### config.mk
export PLATFORM = sky130hd
export DESIGN_NAME = oms_mode_selector
export DESIGN_NICKNAME = d
export VERILOG_FILES = /design/src/rtl/oms_pkg.sv /design/src/rtl/oms_param_reg.sv /design/src/rtl/oms_setpoint.sv /design/src/rtl/oms_mode_selector.sv
export VERILOG_INCLUDE_DIRS = /design/src /design/src/rtl
export SDC_FILE = /design/constraint.sdc
export NUM_CORES = 1
export LEC_CHECK = 0
export BUFFER_PORTS_ARGS = -buffer_cell sky130_fd_sc_hd__buf_4
export CAP_MARGIN = 30
export CORE_MARGIN = 3
export CORE_UTILIZATION = 25
export DETAILED_ROUTE_END_ITERATION = 8
export REMOVE_ABC_BUFFERS = 1
export SETUP_SLACK_MARGIN = 0.4
export SYNTH_ARGS = -nofsm -noshare
export SYNTH_HDL_FRONTEND = slang
export SYNTH_SLANG_ARGS = --single-unit
### constraint.sdc
create_clock -name i_core_clk -period 2.6 [get_ports i_core_clk]
set_input_delay 0 -clock i_core_clk [delete_from_list [all_inputs] [get_ports i_core_clk]]
set_output_delay 0 -clock i_core_clk [all_outputs]
set_load 0.02 [all_outputs]
### src/rtl/oms_consts.svh
`ifndef OMS_CONSTS_SVH
`define OMS_CONSTS_SVH

// Width of a speed command word.
`define OMS_SPEED_W 16

// Register offsets on the plain register port.
`define OMS_ADDR_MODE_SEL 4'h0
`define OMS_ADDR_STATUS 4'h1
`define OMS_ADDR_HOST_CMD 4'h2
`define OMS_ADDR_LINK_SPD_LO 4'h3
`define OMS_ADDR_LINK_SPD_HI 4'h4
`define OMS_ADDR_LINK_DIR 4'h5

// Mode selection parameter values; 5 and above 8 are invalid.
`define OMS_MSEL_TOGGLE 4'h0
`define OMS_MSEL_PANEL 4'h1
`define OMS_MSEL_EXT 4'h2
`define OMS_MSEL_COMB1 4'h3
`define OMS_MSEL_COMB2 4'h4
`define OMS_MSEL_HOLE 4'h5
`define OMS_MSEL_SWITCH 4'h6
`define OMS_MSEL_ILOCK 4'h7
`define OMS_MSEL_EXTSW 4'h8
`define OMS_MSEL_RESET 4'h0

// Host command codes written to the host command register.
`define OMS_HCMD_TO_LINK 8'h01
`define OMS_HCMD_TO_EXT 8'h02

// Status register field positions.
`define OMS_STAT_MODE_LSB 0
`define OMS_STAT_STOP_BIT 2
`define OMS_STAT_OSTOP_BIT 3

`endif

### src/rtl/oms_pkg.sv
`include "oms_consts.svh"

package oms_pkg;

  // Operating mode actually in force.
  typedef enum logic [1:0] {
    OMS_OP_EXT = 2'b00,
    OMS_OP_PANEL = 2'b01,
    OMS_OP_LINK = 2'b10
  } oms_opmode_type;

  // Rotation request: forward and reverse.
  typedef struct packed {
    logic panel_forward_key;
    logic panel_reverse_key;
  } oms_run_type;

  // Speed command together with its direction.
  typedef struct packed {
    logic [`OMS_SPEED_W-1:0] speed;
    oms_run_type run;
  } oms_cmd_type;

endpackage

### src/rtl/oms_param_reg.sv
`timescale 1ns/10ps
`default_nettype none
`include "oms_consts.svh"

// Holds the mode selection parameter and refuses invalid values.
module oms_param_reg import oms_pkg::*; (
  // Clock and reset.
  input wire logic i_core_clk,
  input wire logic i_rst,
  // Write request.
  input wire logic i_wr,
  input wire logic [3:0] i_value,
  // Stored value.
  output logic [3:0] o_value
);

  logic valid; // High when the offered value is a legal setting.

  // A value is legal when it is 0 to 8 but not 5.
  always_comb begin
    valid = (i_value <= `OMS_MSEL_EXTSW) && (i_value != `OMS_MSEL_HOLE);
  end

  // The parameter starts at its default and only takes legal writes.
  always_ff @(posedge i_core_clk) begin
    if (i_rst) begin
      o_value <= `OMS_MSEL_RESET;
    end else if (i_wr && valid) begin
      o_value <= i_value;
    end
  end
endmodule
`default_nettype wire

### src/rtl/oms_setpoint.sv
`timescale 1ns/10ps
`default_nettype none
`include "oms_consts.svh"

// Volatile speed and direction setting for one command source.
module oms_setpoint import oms_pkg::*; (
  // Clock and reset.
  input wire logic i_core_clk,
  input wire logic i_rst,
  // Carry-over load on a mode change.
  input wire logic i_load,
  input wire oms_cmd_type i_load_cmd,
  // Operator or host updates.
  input wire logic i_speed_wr,
  input wire logic [`OMS_SPEED_W-1:0] i_speed,
  input wire logic i_dir_wr,
  input wire oms_run_type i_dir,
  // Current setting.
  output oms_cmd_type o_cmd
);

  // Reset wipes the setting; a carry-over load beats a same-cycle update.
  always_ff @(posedge i_core_clk) begin
    if (i_rst) begin
      o_cmd <= '0;
    end else if (i_load) begin
      o_cmd <= i_load_cmd;
    end else begin
      if (i_speed_wr) begin
        o_cmd.speed <= i_speed;
      end
      if (i_dir_wr) begin
        o_cmd.run <= i_dir;
      end
    end
  end

endmodule
`default_nettype wire

### src/rtl/oms_mode_selector.sv
// Summary of operation
// - Power-up with default setting selects external mode.
// - Setting 0: panel key toggles panel/external.
// - Setting 1: panel speed, panel forward/reverse keys.
// - Setting 2: external speed and start terminals.
// - Setting 3: panel or preset speed, external start.
// - Setting 4: external speed, panel start keys.
// - Setting 6: switch panel/external/link while running.
// - Setting 7: interlock on permits panel, stops external.
// - Setting 8: switch input picks mode when stopped.
// - Panel stop works outside panel mode.
// - External to panel keeps direction and speed.
// - Host enters link mode; external values kept.
// - External key in panel mode selects external.
// - Panel to link keeps panel direction, speed.
// - Host command to external uses external inputs.
// - Link to panel keeps link direction, speed.
// - Interlock off forces external mode.
// - Interlock on: start active blocks panel.
//
// Chosen here: the register addresses and the strobed register port.
`timescale 1ns/10ps
`default_nettype none
`include "oms_consts.svh"

module oms_mode_selector import oms_pkg::*; (
  // Clock and reset.
  input wire logic i_core_clk,
  input wire logic i_rst,
  // Register port.
  input wire logic [3:0] i_addr,
  input wire logic [7:0] i_wdata,
  input wire logic i_wr,
  input wire logic i_rd,
  output logic [7:0] o_rdata,
  // Operator panel keys and digital setting.
  input wire logic i_panel_mode_toggle_key,
  input wire logic i_panel_forward_key,
  input wire logic i_panel_reverse_key,
  input wire logic i_panel_stop_key,
  input wire logic i_panel_speed_wr,
  input wire logic [`OMS_SPEED_W-1:0] i_panel_speed,
  // External terminals.
  input wire logic i_forward_start_input,
  input wire logic i_reverse_start_input,
  input wire logic [`OMS_SPEED_W-1:0] i_ext_analog_speed,
  input wire logic i_ext_preset_sel,
  input wire logic [`OMS_SPEED_W-1:0] i_ext_preset_speed,
  input wire logic i_panel_interlock_input,
  input wire logic i_mode_switch_input,
  // Drive status.
  input wire logic i_motor_running,
  // Resulting command.
  output oms_opmode_type o_op_mode,
  output logic [`OMS_SPEED_W-1:0] o_speed_cmd,
  output logic o_run_fwd,
  output logic o_run_rev,
  output logic o_output_stop
);

  logic [3:0] mode_sel; // Stored mode selection parameter.
  oms_opmode_type op_mode; // Operating mode in force.
  oms_opmode_type next_op_mode; // Operating mode for the next cycle.
  oms_cmd_type panel_sp; // Panel speed and direction setting.
  oms_cmd_type link_sp; // Link speed and direction setting.
  oms_cmd_type ext_cmd; // Command formed from the external terminals.
  oms_cmd_type carry_cmd; // Values carried into a newly entered mode.
  oms_cmd_type next_cmd; // Command selected for the output stage.
  oms_run_type panel_dir; // Direction requested by the panel keys.
  logic stop_latch; // Panel stop pressed outside panel mode.
  logic ilock_stop; // External output held off by the interlock.
  logic host_to_link; // Host asked for computer-link mode.
  logic host_to_ext; // Host asked for external mode.
  logic start_any; // Either external start terminal is on.
  logic panel_load; // Panel mode is being entered.
  logic link_load; // Link mode is being entered.
  logic mode_wr; // Write to the mode parameter.

  // Decode register writes into strobes.
  always_comb begin
    mode_wr = i_wr && (i_addr == `OMS_ADDR_MODE_SEL);
    host_to_link = i_wr && (i_addr == `OMS_ADDR_HOST_CMD) && (i_wdata == `OMS_HCMD_TO_LINK);
    host_to_ext = i_wr && (i_addr == `OMS_ADDR_HOST_CMD) && (i_wdata == `OMS_HCMD_TO_EXT);
  end

  // Mode parameter storage with value checking.
  oms_param_reg u_param (
    .i_core_clk(i_core_clk),
    .i_rst(i_rst),
    .i_wr(mode_wr),
    .i_value(i_wdata[3:0]),
    .o_value(mode_sel)
  );

  // External command: preset speed when selected, else the analog input.
  always_comb begin
    start_any = i_forward_start_input || i_reverse_start_input;
    ext_cmd.speed = i_ext_preset_sel ? i_ext_preset_speed : i_ext_analog_speed;
    ext_cmd.run.panel_forward_key = i_forward_start_input && !i_reverse_start_input;
    ext_cmd.run.panel_reverse_key = i_reverse_start_input && !i_forward_start_input;
  end

  // Panel keys: forward or reverse starts, stop clears the request.
  always_comb begin
    panel_dir.panel_forward_key = i_panel_forward_key;
    panel_dir.panel_reverse_key = i_panel_reverse_key && !i_panel_forward_key;
  end

  // Mode transitions for each parameter setting.
  always_comb begin
    next_op_mode = op_mode;
    unique case (mode_sel)
      `OMS_MSEL_TOGGLE: begin
        // Toggle only while the motor is stopped.
        if (i_panel_mode_toggle_key && !i_motor_running) begin
          next_op_mode = (op_mode == OMS_OP_PANEL) ? OMS_OP_EXT : OMS_OP_PANEL;
        end
      end
      `OMS_MSEL_PANEL: next_op_mode = OMS_OP_PANEL;
      `OMS_MSEL_EXT, `OMS_MSEL_COMB1, `OMS_MSEL_COMB2: next_op_mode = OMS_OP_EXT;
      `OMS_MSEL_SWITCH: begin
        // Switching is allowed while running; panel key has priority.
        if (i_panel_mode_toggle_key) begin
          if (op_mode == OMS_OP_PANEL) begin
            next_op_mode = OMS_OP_EXT;
          end else begin
            next_op_mode = OMS_OP_PANEL;
          end
        end else if (host_to_link) begin
          next_op_mode = OMS_OP_LINK;
        end else if (host_to_ext) begin
          next_op_mode = OMS_OP_EXT;
        end
      end
      `OMS_MSEL_ILOCK: begin
        if (!i_panel_interlock_input) begin
          next_op_mode = OMS_OP_EXT;
        end else if (i_panel_mode_toggle_key) begin
          if (op_mode == OMS_OP_PANEL) begin
            next_op_mode = OMS_OP_EXT;
          end else if (!start_any) begin
            next_op_mode = OMS_OP_PANEL;
          end
        end
      end
      `OMS_MSEL_EXTSW: begin
        // The switch input is obeyed only at standstill.
        if (!i_motor_running) begin
          next_op_mode = i_mode_switch_input ? OMS_OP_EXT : OMS_OP_PANEL;
        end
      end
      default: begin
        next_op_mode = OMS_OP_EXT;
      end
    endcase
  end

  // Operating mode register; external mode after reset.
  always_ff @(posedge i_core_clk) begin
    if (i_rst) begin
      op_mode <= OMS_OP_EXT;
    end else begin
      op_mode <= next_op_mode;
    end
  end

  // Values carried into the mode being entered.
  always_comb begin
    panel_load = (next_op_mode == OMS_OP_PANEL) && (op_mode != OMS_OP_PANEL);
    link_load = (next_op_mode == OMS_OP_LINK) && (op_mode != OMS_OP_LINK);
    if (op_mode == OMS_OP_LINK) begin
      carry_cmd = link_sp;
    end else if (op_mode == OMS_OP_PANEL) begin
      carry_cmd = panel_sp;
    end else begin
      carry_cmd = ext_cmd;
    end
  end

  // Panel setting: digital speed and the forward, reverse and stop keys.
  oms_setpoint u_panel_sp (
    .i_core_clk(i_core_clk),
    .i_rst(i_rst),
    .i_load(panel_load),
    .i_load_cmd(carry_cmd),
    .i_speed_wr(i_panel_speed_wr),
    .i_speed(i_panel_speed),
    .i_dir_wr(i_panel_forward_key || i_panel_reverse_key || i_panel_stop_key),
    .i_dir(i_panel_stop_key ? oms_run_type'(2'b00) : panel_dir),
    .o_cmd(panel_sp)
  );

  // Link setting: written by the host one speed byte at a time.
  oms_setpoint u_link_sp (
    .i_core_clk(i_core_clk),
    .i_rst(i_rst),
    .i_load(link_load),
    .i_load_cmd(carry_cmd),
    .i_speed_wr(i_wr && ((i_addr == `OMS_ADDR_LINK_SPD_LO) || (i_addr == `OMS_ADDR_LINK_SPD_HI))),
    .i_speed((i_addr == `OMS_ADDR_LINK_SPD_HI) ? {i_wdata, link_sp.speed[7:0]} :
      {link_sp.speed[`OMS_SPEED_W-1:8], i_wdata}),
    .i_dir_wr(i_wr && (i_addr == `OMS_ADDR_LINK_DIR)),
    .i_dir(oms_run_type'(i_wdata[1:0])),
    .o_cmd(link_sp)
  );

  // Panel stop outside panel mode latches until all starts drop.
  always_ff @(posedge i_core_clk) begin
    if (i_rst) begin
      stop_latch <= 1'b0;
    end else if (i_panel_stop_key && (op_mode != OMS_OP_PANEL)) begin
      stop_latch <= 1'b1;
    end else if (!start_any && (link_sp.run == 2'b00)) begin
      stop_latch <= 1'b0;
    end
  end

  // Source selection by parameter setting and operating mode.
  always_comb begin
    ilock_stop = (mode_sel == `OMS_MSEL_ILOCK) && (op_mode == OMS_OP_EXT) &&
      i_panel_interlock_input;
    unique case (mode_sel)
      `OMS_MSEL_PANEL: begin
        next_cmd = panel_sp;
      end
      `OMS_MSEL_EXT: begin
        next_cmd = ext_cmd;
      end
      `OMS_MSEL_COMB1: begin
        next_cmd.speed = i_ext_preset_sel ? i_ext_preset_speed : panel_sp.speed;
        next_cmd.run = ext_cmd.run;
      end
      `OMS_MSEL_COMB2: begin
        next_cmd.speed = ext_cmd.speed;
        next_cmd.run = panel_sp.run;
      end
      default: begin
        if (op_mode == OMS_OP_PANEL) begin
          next_cmd = panel_sp;
        end else if (op_mode == OMS_OP_LINK) begin
          next_cmd = link_sp;
        end else begin
          next_cmd = ext_cmd;
        end
      end
    endcase
    if ((stop_latch && (op_mode != OMS_OP_PANEL)) || ilock_stop) begin
      next_cmd.run = 2'b00;
    end
  end

  // Registered outputs toward the drive.
  always_ff @(posedge i_core_clk) begin
    if (i_rst) begin
      o_op_mode <= OMS_OP_EXT;
      o_speed_cmd <= '0;
      o_run_fwd <= 1'b0;
      o_run_rev <= 1'b0;
      o_output_stop <= 1'b0;
    end else begin
      o_op_mode <= next_op_mode;
      o_speed_cmd <= next_cmd.speed;
      o_run_fwd <= next_cmd.run.panel_forward_key;
      o_run_rev <= next_cmd.run.panel_reverse_key;
      o_output_stop <= ilock_stop || (stop_latch && (op_mode != OMS_OP_PANEL));
    end
  end

  // Read data, loaded at the edge that takes the read strobe and held until the next read.
  always_ff @(posedge i_core_clk) begin
    if (i_rst) begin
      o_rdata <= 8'h00;
    end else if (i_rd) begin
      o_rdata <= 8'h00;
      case (i_addr)
        `OMS_ADDR_MODE_SEL: o_rdata <= {4'h0, mode_sel};
        `OMS_ADDR_STATUS: begin
          o_rdata[`OMS_STAT_MODE_LSB +: 2] <= op_mode;
          o_rdata[`OMS_STAT_STOP_BIT] <= stop_latch;
          o_rdata[`OMS_STAT_OSTOP_BIT] <= ilock_stop;
        end
        `OMS_ADDR_LINK_SPD_LO: o_rdata <= link_sp.speed[7:0];
        `OMS_ADDR_LINK_SPD_HI: o_rdata <= link_sp.speed[`OMS_SPEED_W-1:8];
        `OMS_ADDR_LINK_DIR: o_rdata <= {6'h00, link_sp.run};
        default: o_rdata <= 8'h00;
      endcase
    end
  end
endmodule
`default_nettype wire

After elaboration in Yosys (flattened, before gate mapping)
Cells that the tools add are included.

$lt $le $gt $ge: 1. Eq/ne operators: 22. Muxes and demuxes: 31. Reductions and logical operators: 42.

Operators by type and width (number): $mux 18 (6); $mux 16 (5); $pmux 18 s4 (1); $mux 2 (12); $eq 4x3->1 const B (5); $pmux 4 s5 (1); $logic_and 1x1->1 (19); $eq 4x2->1 const B (4); $reduce_bool 2->1 (6); $pmux 2 s5 (1); $eq 4x1->1 const B (2); $eq 8x1->1 const B (1); $eq 8x2->1 const B (1); $logic_not 4->1 (2); $pmux 4 s2 (1); $logic_not 1->1 (5); $logic_or 1x1->1 (5); $eq 2x1->1 const B (2); $eq 2x2->1 const B (2); $eq 4x4->1 const B (1); $le 4x4->1 const B (1); $logic_not 2->1 (2); $mux 1 (4); $ne 2x2->1 const B (2); 4 further kinds (5).

Register bits: 70. Bits of input ports: 75. Logic and storage cells: 111.

Depth between registers and ports, before layout
Gate-level depths: netlist of run 1.

Depth in word-level cells: 11. Depth in mapped cells: 9. Gate-level depth less buffers: 6.

By module
From an unflattened synthesis of run 1, not the netlist that was laid out.

Cells, all modules: 554. Area, all modules: 5058.6 um^2.

Modules (own cells, without submodules): oms_mode_selector (times used 1, cells an instance 368, area an instance 3128.0 um^2); oms_setpoint (times used 2, cells an instance 80, area an instance 850.8 um^2); oms_param_reg (times used 1, cells an instance 26, area an instance 229.0 um^2).

Worst setup path before layout of run 1
No wires, ideal clock.

Kind: reg2reg. Start point: reg, netlist name o_op_mode[0]. End point: reg u_panel_sp.o_cmd[12] in the netlist's numbering. Arrival: 1.931 ns. Required time: 2.470 ns. Slack: 0.538 ns. Cell stages (with the launch flop): 10. Buffers on the path: 3. Cells stage by stage: dfxtp_1 clkbuf_1 inv_1 a2111oi_4 a41oi_2 a22o_1 buf_6 buf_6 nor3_2 nor3_2.

RTL lines: end signal, assigned (RTL line oms_setpoint.sv:27) `o_cmd <= i_load_cmd;`; end, declared (RTL line oms_setpoint.sv:19) `output oms_cmd_type o_cmd`.

Worst setup path after layout of run 1
Start point: reg u_param.o_value[1]. End point: reg u_link_sp.o_cmd[13] in the netlist's numbering.

Word-level cells in the longest chain between the ends: 6. Elaborated cells between the ends (all ways): 12. Classes of those cells: eq/ne: 5; mux: 2; reduce/logical: 5.

Ends and longest elaborated chain: start, declared (RTL line oms_param_reg.sv:14) `output logic [3:0] o_value`; start signal, assigned (RTL line oms_param_reg.sv:27) `` o_value <= `OMS_MSEL_RESET; ``; start signal, assigned (RTL line oms_param_reg.sv:29) `o_value <= i_value;`; $eq 4x4->1, or another cell as far along (RTL line oms_mode_selector.sv:112) `unique case (mode_sel)`; $pmux 2 s5 (*) (RTL line oms_mode_selector.sv:112); $eq 2x2->1 (*) (RTL line oms_mode_selector.sv:170) `link_load = (next_op_mode == OMS_OP_LINK) && (op_mode != OMS_OP_LINK);`; $logic_and 1x1->1 (*) (RTL line oms_mode_selector.sv:170); $reduce_bool 2->1 (no source line); $reduce_and 2->1 (no source line); end signal, assigned (RTL line oms_setpoint.sv:27); end, declared (RTL line oms_setpoint.sv:19).

Mark *: on every way between the ends. The rest lies on a longest branch, timed or not. A chain may end at the register's enable or synchronous reset.

==> flow_metrics.tcl, run 1 <==
set metrics [dict create \
    rows 48 \
    area_growth_pct 35.2 \
    criticalPathCategory "flip-flop to flip-flop" \
    die_area_mm2 0.0199 \
    final-setup-viol-count 0 \
    clk_path_buf_depth 2 \
    wl_per_cell_um 18.4 \
    clock_skew_ps 8.69 \
    post_synth_instance_area_mm2 0.00457 \
    hold_start "i_panel_reverse_key" \
    cp.arrival_ps 2420 \
    worstPathRequired_ps 2880 \
    avgSynthCellArea_um2 8.46 \
    routed_wl_mm 16.3 \
    worstPathCellList "or3_4 -> a21oi_1 -> a22oi_1 -> o2111a_2 -> buf_4 -> o21ai_2 -> o221a_1" \
    grt_pass1_vias 4582 \
    hold_class "input port to flip-flop" \
    viasPerCell 5.37 \
    synth_compound_area_share_pct 26.1 \
    layout_common_cells "buf_4 (120), nor2_1 (73), dfxtp_1 (65), mux2_2 (30), mux2i_1 (28)" \
    hold_viol 0 \
    fillCellCount 1847 \
    fp.coreArea_mm2 0.0176 \
    rr_worst_depth 7 \
    crit_start "u_param.o_value[1]$_SDFFE_PP0P_" \
    synthArstFlopShare_pct 0 \
    clkLatencyLatePin_ps 350 \
    synth_seq_cells 70 \
    drc 0 \
    hpwlAfterDp_mm 11.6 \
    die_h_um 141 \
    die_w_um 141 \
    tns_ps 0 \
    maxSlewHeadroom_pct 47.7 \
    holdWs_ps 15.4 \
    r2r_start "u_param.o_value[1]$_SDFFE_PP0P_" \
    startpoint_type "flip-flop" \
    place.gp.congestion 0.847 \
    layout_commonest_cell "buf_4" \
    yosysWarnings 0 \
    crit_buf_inv 1 \
    period_share_pct 82.0 \
    synth_top_family_by_area "compound AO/OA/AOI/OAI gates" \
    finalCriticalPeriod_ps 2130 \
    status "completed" \
    fmax_mhz 469 \
    nNetsFinal 727 \
    holdPathStages 3 \
    start_util_pct 26.0 \
    antenna_found_initial 0 \
    power_leakage_nw 2.38 \
    maxSlewViolCount 0 \
    synthAdderAreaFrac_pct 0 \
    worstPathMaxFanout 8 \
    synth.distinct_cells 58 \
    cts_root_buf "clkbuf_16" \
    rsz0062_at_grt "true" \
    crit_family "compound AO/OA/AOI/OAI gates" \
    first_pass_iters 6 \
    synth_ff_type "dfxtp_1" \
    grt_max_degree 70 \
    vias 4737 \
    p_per_area_mw_per_mm2 517 \
    end_kind "flip-flop" \
    worstMarginPinSlew_ps 784 \
    track_usage_pct 16.1 \
    cts_tree "done" \
    grt_overflow 0 \
    ant_nets 0 \
    yosys-mux-area-fraction_pct 13.5 \
    synthCells 540 \
    detail_route.iter0.violations 370 \
    cts_buffers 9 \
    htree_levels 3 \
    cp_slowest_cell "or3_4" \
    ios 104 \
    cts_sinks 70 \
    clkSlewWorstSetupHoldPaths_ps 60 \
    r2r-end "u_link_sp.o_cmd[13]$_SDFFE_PP0P_" \
    cp_slowest_stage_delay_ps 420 \
    peakVddDrop_mv 0.315 \
    synthXorXnorAreaFrac_pct 0.575 \
    synth_seq_area_share_pct 30.7 \
    antenna_cells 0 \
    rrSetupSlack_ps 470 \
    maxCapViolations 0 \
    holdPathEnd "u_panel_sp.o_cmd[0]$_SDFFE_PP0P_" \
    grt_pass1_wl_mm 25.4 \
    layout-drive-gt1-share_pct 30.9 \
    synth-edff-count 0 \
    portBuffers 103 \
    synth-simple-area-share_pct 23.3 \
]
-- metrics by stage --
stage	area, µm²	worst slack, ps	utilization [%]	std cells	power [mW]
6_report	6180	467	35.1	882	3.19
4_1_cts	6090	418	34.6	879	3.22
5_1_grt	6180	390	35.1	882	3.36
2_1_floorplan	4330	-766	-	492	1.64
3_5_place_dp	5530	279	31.4	837	1.97
3_3_place_gp	5530	301	31.4	837	1.96
-- synthesized netlist by cell type, types with 3 or more instances --
master	number	area, µm²
o211ai_1	19	143
a31oi_1	7	43.8
o221a_1	13	146
nor2b_1	21	131
nor2_1	73	274
and2_1	4	25.0
nand2_1	19	71.3
dfxtp_1	70	1400
nand3_1	9	45.0
mux2_2	30	338
clkbuf_1	29	109
a222oi_1	15	150
buf_4	3	22.5
a211oi_1	7	52.6
a22oi_1	8	60.1
mux2i_1	28	280
inv_1	7	26.3
buf_2	8	40.0
nor3_2	11	110
buf_6	4	45.0
a21oi_1	13	65.1
nand2b_1	20	125
and3_1	3	18.8
buf_1	3	11.3
a221oi_1	16	140
o21ai_0	25	125
o22ai_1	5	31.3
nand4_1	7	43.8
nor3_1	28	140
-- kinds of logic (layout without fill, tap and decap cells) --
logic type / Yosys count / in the layout
AO/OA/AOI/OAI: 149 / 149
XOR/XNOR: 3 / 3
buffers and inverters: 56 / 173
flip-flops: 70 / 70
multiplexers: 58 / 58
AND/OR/NAND/NOR: 204 / 204
-- worst max-delay path by stage --
| stage | depth (start not counted) | end | slack, ps |
|---|---|---|---|
| detailed placement | 8 | u_link_sp.o_cmd[9]$_SDFFE_PP0P_ | 280 |
| global route | 7 | u_panel_sp.o_cmd[7]$_SDFFE_PP0P_ | 390 |
| global placement | 8 | u_link_sp.o_cmd[9]$_SDFFE_PP0P_ | 300 |
| floorplan | 6 | u_panel_sp.o_cmd[0]$_SDFFE_PP0P_ | -770 |
| finish | 7 | u_link_sp.o_cmd[13]$_SDFFE_PP0P_ | 470 |
| CTS | 6 | u_link_sp.o_cmd[13]$_SDFFE_PP0P_ | 420 |
-- sequential cells by signal, summed over array words and instances (netlist names) --
register,flops
u_panel_sp.o_cmd,18
o_rdata,8
stop_latch,1
u_param.o_value,4
o_run_fwd,1
u_link_sp.o_cmd,18
o_speed_cmd,16
o_op_mode,2
o_run_rev,1
o_output_stop,1
-- routing by layer --
metal | part of all wire (%) | up-vias | global-route usage [%]
li1 | - | 2281 | -
met1 | 46 | 2242 | 22.6
met2 | 44 | 192 | 24.6
met3 | 7.4 | 22 | 3.15
met4 | 1.7 | 0 | 5.61
met5 | 0 | - | 0
-- report_power, final --
part	internal (mW)	total, mW	switching, mW
clock	0.676	1.19	0.509
sequential	1.15	1.20	0.0481
combinational	0.393	0.808	0.415
total	2.22	3.19	0.972
-- worst reg2reg max path, stage by stage (launching register included) --
cell and delay, ps:
dfxtp_2 360, or3_4 420, a21oi_1 150, a22oi_1 120, o2111a_2 350, buf_4 150
o21ai_2 290, o221a_1 240
-- what timing repair did --
item | CTS | global route
buffers inserted | 1 | 3
cloned | 0 | 0
hold endpoints to repair | 29 | 0
hold buffers | 25 | 0
pin swaps | 2 | 3
resized for setup | 4 | 14
setup endpoints to repair | 33 | 41
-- final cells by class --
class                      instances  area, µm²  area share, %
inverter                           8       30.0          0.486
timing repair buffer             149       1210           19.7
tap                              225        282           4.56
clock inverter                     6       46.3          0.750
multi-input combinational        414       2960           47.9
sequential                        70       1410           22.8
clock buffer                      10        239           3.87
No activity file was read; power rests on OpenSTA's default activity.
==> run 2: changes to the inputs <==
==> constraint.sdc (replaced) <==
create_clock -name i_core_clk -period 1.8 [get_ports i_core_clk]
set_input_delay 0 -clock i_core_clk [delete_from_list [all_inputs] [get_ports i_core_clk]]
set_output_delay 0 -clock i_core_clk [all_outputs]
set_load 0.02 [all_outputs]
==> flow_metrics.tcl, run 2 (synthesized netlist as in run 1, its figures left out) <==
set metrics [dict create \
    fmax_mhz 488 \
    place_inst 905 \
    worstPathCellList "or3_4 -> a2111oi_4 -> a41oi_2 -> buf_4 -> a21boi_4 -> buf_12 -> a221oi_1 -> nor3_1" \
    htree_levels 3 \
    detail_route.iter0.violations 445 \
    nNetsFinal 800 \
    end_kind "flip-flop" \
    grt_pass1_vias 4996 \
    worstPathRequired_ps 2060 \
    start_util_pct 26.0 \
    cts_sinks 70 \
    instances_no_fill 955 \
    r2r_start "u_param.o_value[1]$_SDFFE_PP0P_" \
    die_area_mm2 0.0199 \
    peakVddDrop_mv 0.750 \
    criticalPathCategory "flip-flop to flip-flop" \
    place.gp.congestion 0.870 \
    cts_tree "done" \
    layout-drive-gt1-share_pct 42.7 \
    multi_input_area_mm2 0.00318 \
    worstMarginPinSlew_ps 538 \
    hold_class "input port to flip-flop" \
    violations "negative setup slack" \
    ant_nets 0 \
    antenna_found_initial 0 \
    cp.arrival_ps 2310 \
    grt_pass1_wl_mm 27.6 \
    p_per_area_mw_per_mm2 736 \
    cp_slowest_cell "or3_4" \
    wl_per_cell_um 18.7 \
    rsz0062_at_grt "true" \
    grt_max_degree 42 \
    status "finished with violations" \
    die_h_um 141 \
    fp.coreArea_mm2 0.0176 \
    cts_buffers 9 \
    crit_buf_inv 2 \
    routed_wl_mm 17.9 \
    rows 48 \
    portBuffers 103 \
    vias 5048 \
    hold_viol 0 \
    regArea_mm2 0.00142 \
    drc 0 \
    track_usage_pct 17.4 \
    clkLatencyLatePin_ps 340 \
    startpoint_type "flip-flop" \
    fin_util_pct 41.3 \
    layout_commonest_cell "buf_4" \
    clock_skew_ps 5.90 \
    clkSlewWorstSetupHoldPaths_ps 60 \
    layout_setup_ws_ps -250 \
    final-setup-viol-count 36 \
    holdWs_ps 31.9 \
    cp_slowest_stage_delay_ps 410 \
    hpwlAfterDp_mm 12.4 \
    maxSlewViolCount 0 \
    period_share_pct 114 \
    layout_common_cells "buf_4 (171), nor2_1 (72), dfxtp_1 (64), mux2i_1 (24), nor3_1 (24)" \
    cts_root_buf "clkbuf_16" \
    reg_top3 "u_link_sp.o_cmd: 18 flops, u_panel_sp.o_cmd: 18 flops, o_speed_cmd: 16 flops" \
    hold_start "i_ext_preset_speed[5]" \
    fillCellCount 1756 \
    clk_path_buf_depth 2 \
    first_pass_iters 6 \
    viasPerCell 5.29 \
    worstPathMaxFanout 18 \
    grt_overflow 0 \
    tns_ps -7040 \
    finalCriticalPeriod_ps 2050 \
    maxSlewHeadroom_pct 63.8 \
    maxCapViolations 0 \
    ios 104 \
    area_growth_pct 59.2 \
    power_leakage_nw 2.96 \
    crit_start "u_param.o_value[1]$_SDFFE_PP0P_" \
    die_w_um 141 \
    antenna_cells 0 \
    crit_family "compound AO/OA/AOI/OAI gates" \
]
## run 2: metal layers
metal / global-route usage [%] / vias up / wire (µm)
met5: 0 / - / 0
met4: 4.74 / 0 / 287
met3: 3.12 / 19 / 1110
met2: 27.5 / 188 / 8230
met1: 24.5 / 2408 / 8270
li1: - / 2433 / -
## run 2: path summary, 6_finish.rpt
path / to / slack, ps / cells past startpoint
max: u_panel_sp.o_cmd[15]$_SDFFE_PP0P_ / -250 / 8
min: o_speed_cmd[5]$_SDFF_PP0_ / 30 / 4
max reg2reg: u_panel_sp.o_cmd[15]$_SDFFE_PP0P_ / -250 / 8
min reg2reg: o_rdata[3]$_SDFFE_PP0P_ / 500 / 2
## run 2: per-stage QoR
stage               setup WS, ps  power, mW  area, µm²
finish                      -250       5.35       7270
global route                -368       5.57       7270
CTS                         -223       5.32       7100
detailed placement          -323       2.99       6080
global placement            -286       2.98       6080
floorplan                  -1570       2.38       4330
## run 2: area by class of cell
type / instances / area share (%)
well taps: 225 / 3.87
repair buffers: 222 / 27.6
inverters: 8 / 0.430
clock inverters: 6 / 1.50
multi-input cells: 414 / 43.8
flip-flops and latches: 70 / 19.6
clock buffers: 10 / 3.29
## run 2: timing repair
item                                    CTS  global route
hold endpoints to repair                 22             0
gates resized for setup                  94            35
hold buffers                             19             0
endpoints found under the setup margin   58            58
cloned                                    5             0
pin swaps                                30            31
setup buffers                             8             2
## run 2: where the power goes
| part | leakage (nW) | total, mW | internal, mW | switching [mW] |
|---|---|---|---|---|
| Combinational | 2.21 | 1.49 | 0.798 | 0.692 |
| Clock | 0.172 | 2.13 | 1.39 | 0.741 |
| Sequential | 0.579 | 1.73 | 1.66 | 0.0709 |
| Total | 2.96 | 5.35 | 3.85 | 1.50 |
## run 2: worst min-delay path: cells and delay by family
family / cells / cell delay, ps
buffers and inverters: 1 / 80
and+or+nand+nor: 1 / 80
muxes: 1 / 130
AOI/OAI and AO/OA: 1 / 50
==> run 3: changes to the inputs <==
--- a/config.mk
+++ b/config.mk
@@ -15,4 +15,5 @@
 export SETUP_SLACK_MARGIN = 0.4
 export SYNTH_ARGS = -nofsm -noshare
 export SYNTH_HDL_FRONTEND = slang
+export SYNTH_HIERARCHICAL = 1
 export SYNTH_SLANG_ARGS = --single-unit
==> flow_metrics.tcl, run 3 <==
set metrics [dict create \
    status "finished with violations" \
    violations "negative setup slack" \
    startpoint_type "flip-flop" \
    hold_start "i_panel_speed[12]" \
    die_area_mm2 0.0220 \
    place.gp.congestion 0.867 \
    rsz0062_at_grt "true" \
    start_util_pct 25.7 \
    yosysWarnings 6 \
    synth.distinct_cells 61 \
    synthTopCellsByArea "dfxtp_1 (28%), mux2i_1 (11%), mux2_2 (8.2%), a211oi_1 (6.1%), nor2b_1 (5.7%)" \
    layout_setup_ws_ps -130 \
    peakVddDrop_mv 0.417 \
    maxSlewViolCount 0 \
    instances_no_fill 973 \
    place_inst 930 \
    finalCriticalPeriod_ps 1930 \
    period_share_pct 107 \
    wl_per_cell_um 18.7 \
    routed_wl_mm 18.2 \
    worstPathCellList "nand2b_4 -> mux2_4 -> o311ai_2 -> o211ai_1 -> nor3_2 -> buf_4 -> buf_4 -> nor2b_2 -> a211oi_2" \
    maxCapViolations 0 \
    portBuffers 103 \
    layout_common_cells "buf_4 (151), dfxtp_1 (64), mux2i_1 (55), nor2_1 (35), nand2_1 (30)" \
    synth_seq_cells 70 \
    nNetsFinal 778 \
    yosysMostFrequentCell "dfxtp_1" \
    grt_pass1_vias 4697 \
    area_growth_pct 51.9 \
    holdPathStages 3 \
    yosys.area.top_type "dfxtp_1" \
    avgSynthCellArea_um2 9.13 \
    p_per_area_mw_per_mm2 651 \
    cts_sinks 70 \
    synthArstFlopShare_pct 0 \
    die_h_um 148 \
    synth-edff-count 0 \
    drc 0 \
    layout_commonest_cell "buf_4" \
    fmax_mhz 518 \
    criticalPathCategory "flip-flop to flip-flop" \
    r2r_start "o_op_mode[1]$_SDFF_PP0_" \
    r2r-end "u_link_sp/o_cmd[2]$_SDFFE_PP0P_" \
    clock_skew_ps 6.38 \
    grt_pass1_wl_mm 26.4 \
    layout-drive-gt1-share_pct 52.8 \
    hpwlAfterDp_mm 12.2 \
    clk_path_buf_depth 2 \
    synthXorXnorAreaFrac_pct 0.519 \
    htree_levels 3 \
    ant_nets 0 \
    crit_top_cell "buf_4" \
    ios 104 \
    antenna_found_initial 0 \
    synth_top_family_by_area "multiplexers" \
    die_w_um 148 \
    reg_top3 "u_link_sp/o_cmd: 18 flops, u_panel_sp/o_cmd: 18 flops, o_speed_cmd: 16 flops" \
    maxSlewHeadroom_pct 71.2 \
    end_kind "flip-flop" \
    synth_compound_area_share_pct 21.2 \
    holdPathEnd "u_panel_sp/o_cmd[14]$_SDFFE_PP0P_" \
    multi_input_area_mm2 0.00379 \
    rrSetupSlack_ps -130 \
    grt_overflow 0 \
    cts_buffers 9 \
    cp_slowest_stage_delay_ps 330 \
    clkLatencyLatePin_ps 340 \
    cp_slowest_cell "dfxtp_2" \
    cts_tree "done" \
    synthCells 554 \
    synth_ff_type "dfxtp_1" \
    final-setup-viol-count 36 \
    cp.arrival_ps 2150 \
    hold_class "input port to flip-flop" \
    fp.coreArea_mm2 0.0197 \
    worstMarginPinSlew_ps 431 \
    viasPerCell 4.97 \
    track_usage_pct 15.3 \
    power_leakage_nw 3.03 \
    cts_root_buf "clkbuf_16" \
    synthAdderAreaFrac_pct 0 \
    worstPathMaxFanout 6 \
    first_pass_iters 5 \
    yosysTopAreaCellShare_pct 27.7 \
    synth_seq_area_share_pct 27.7 \
    rows 51 \
    worstPathRequired_ps 2020 \
    grt_max_degree 44 \
    yosys-mux-area-fraction_pct 23.4 \
    antenna_cells 0 \
    regArea_mm2 0.00142 \
    clkSlewWorstSetupHoldPaths_ps 60 \
    synth-simple-area-share_pct 18.8 \
    vias 4835 \
    hold_viol 0 \
    tns_ps -3290 \
    rr_worst_depth 9 \
    fillCellCount 1978 \
    detail_route.iter0.violations 286 \
    post_synth_instance_area_mm2 0.00506 \
    synth_common_cells "dfxtp_1 (70), mux2i_1 (57), nor2b_1 (46)" \
]
run 3: changes by cell type in the layout (fill, tap and decap cells not counted), sizes merged, moves of 22 or more:
cell,before,now
a211oi,7,43
nor2b,21,47
nor2,73,37
nand2,19,41
mux2i,28,57
nor3,39,7
run 3: cell type report:
cell class | instances | share of cell area [%]
clock buffers | 10 | 2.98
flip-flops and latches | 70 | 18.5
well taps | 265 | 4.31
inverters | 21 | 1.27
repair inverters | 1 | 0.147
clock inverters | 6 | 1.12
repair buffers | 186 | 22.3
multi-input cells | 414 | 49.4
run 3: logic make-up after synthesis:
family	count (synthesis)
compound gates	135
xor+xnor	3
buf+inv	70
flops	70
mux	107
simple gates	169
run 3: metal layers:
layer | track usage [%] | up-vias | routed length [µm]
met5 | 0 | - | 0
li1 | - | 2353 | -
met3 | 2.68 | 22 | 845
met2 | 24.5 | 134 | 8630
met1 | 20.7 | 2326 | 8380
met4 | 5.45 | 0 | 367
run 3: repair_timing:
| item | 4_1_cts | 5_1_grt |
|---|---|---|
| setup buffers | 11 | 10 |
| hold endpoints to repair | 1 | 0 |
| pin swaps | 36 | 26 |
| hold buffers | 1 | 0 |
| gates resized for setup | 107 | 73 |
| cloned | 2 | 3 |
| setup endpoints to repair | 58 | 62 |
run 3: per-stage QoR:
stage / area [µm²] / worst slack [ps] / utilization, % / hold slack [ps] / total power [mW]
final: 7690 / -130 / 39.1 / 17.5 / 5.00
after global routing: 7690 / -206 / 39.1 / 36.3 / 5.19
after CTS: 7220 / -78.6 / 36.7 / 7.59 / 4.88
after detailed placement: 6350 / -266 / 32.3 / 289 / 2.84
after global placement: 6330 / -217 / 32.2 / 285 / 2.84
after floorplan: 4720 / -1860 / - / 64.6 / 2.30
run 3: worst max-delay path, delay by kind of cell, from the launching register on:
kind                   cells  cell delay, ps
and+or+nand+nor            3             460
AOI/OAI and AO/OA          3             440
DFF                        1             330
buffers and inverters      2             320
muxes                      1             260
run 3: how the worst max path moves through the flow:
stage	start	end	cells after the start
6_report	o_op_mode[1]$_SDFF_PP0_	u_link_sp/o_cmd[2]$_SDFFE_PP0P_	9
2_1_floorplan	o_op_mode[0]$_SDFF_PP0_	u_link_sp/o_cmd[0]$_SDFFE_PP0P_	7
4_1_cts	o_op_mode[1]$_SDFF_PP0_	u_link_sp/o_cmd[5]$_SDFFE_PP0P_	9
5_1_grt	o_op_mode[1]$_SDFF_PP0_	u_panel_sp/o_cmd[14]$_SDFFE_PP0P_	8
3_5_place_dp	o_op_mode[1]$_SDFF_PP0_	u_link_sp/o_cmd[1]$_SDFFE_PP0P_	8
3_3_place_gp	o_op_mode[1]$_SDFF_PP0_	u_link_sp/o_cmd[15]$_SDFFE_PP0P_	8
run 3: report_power, final:
part	internal, mW	switching, mW	total (mW)	leakage, nW
sequential	1.65	0.0863	1.74	0.579
clock	1.21	0.718	1.93	0.152
combinational	0.682	0.652	1.33	2.30
total	3.55	1.46	5.00	3.03
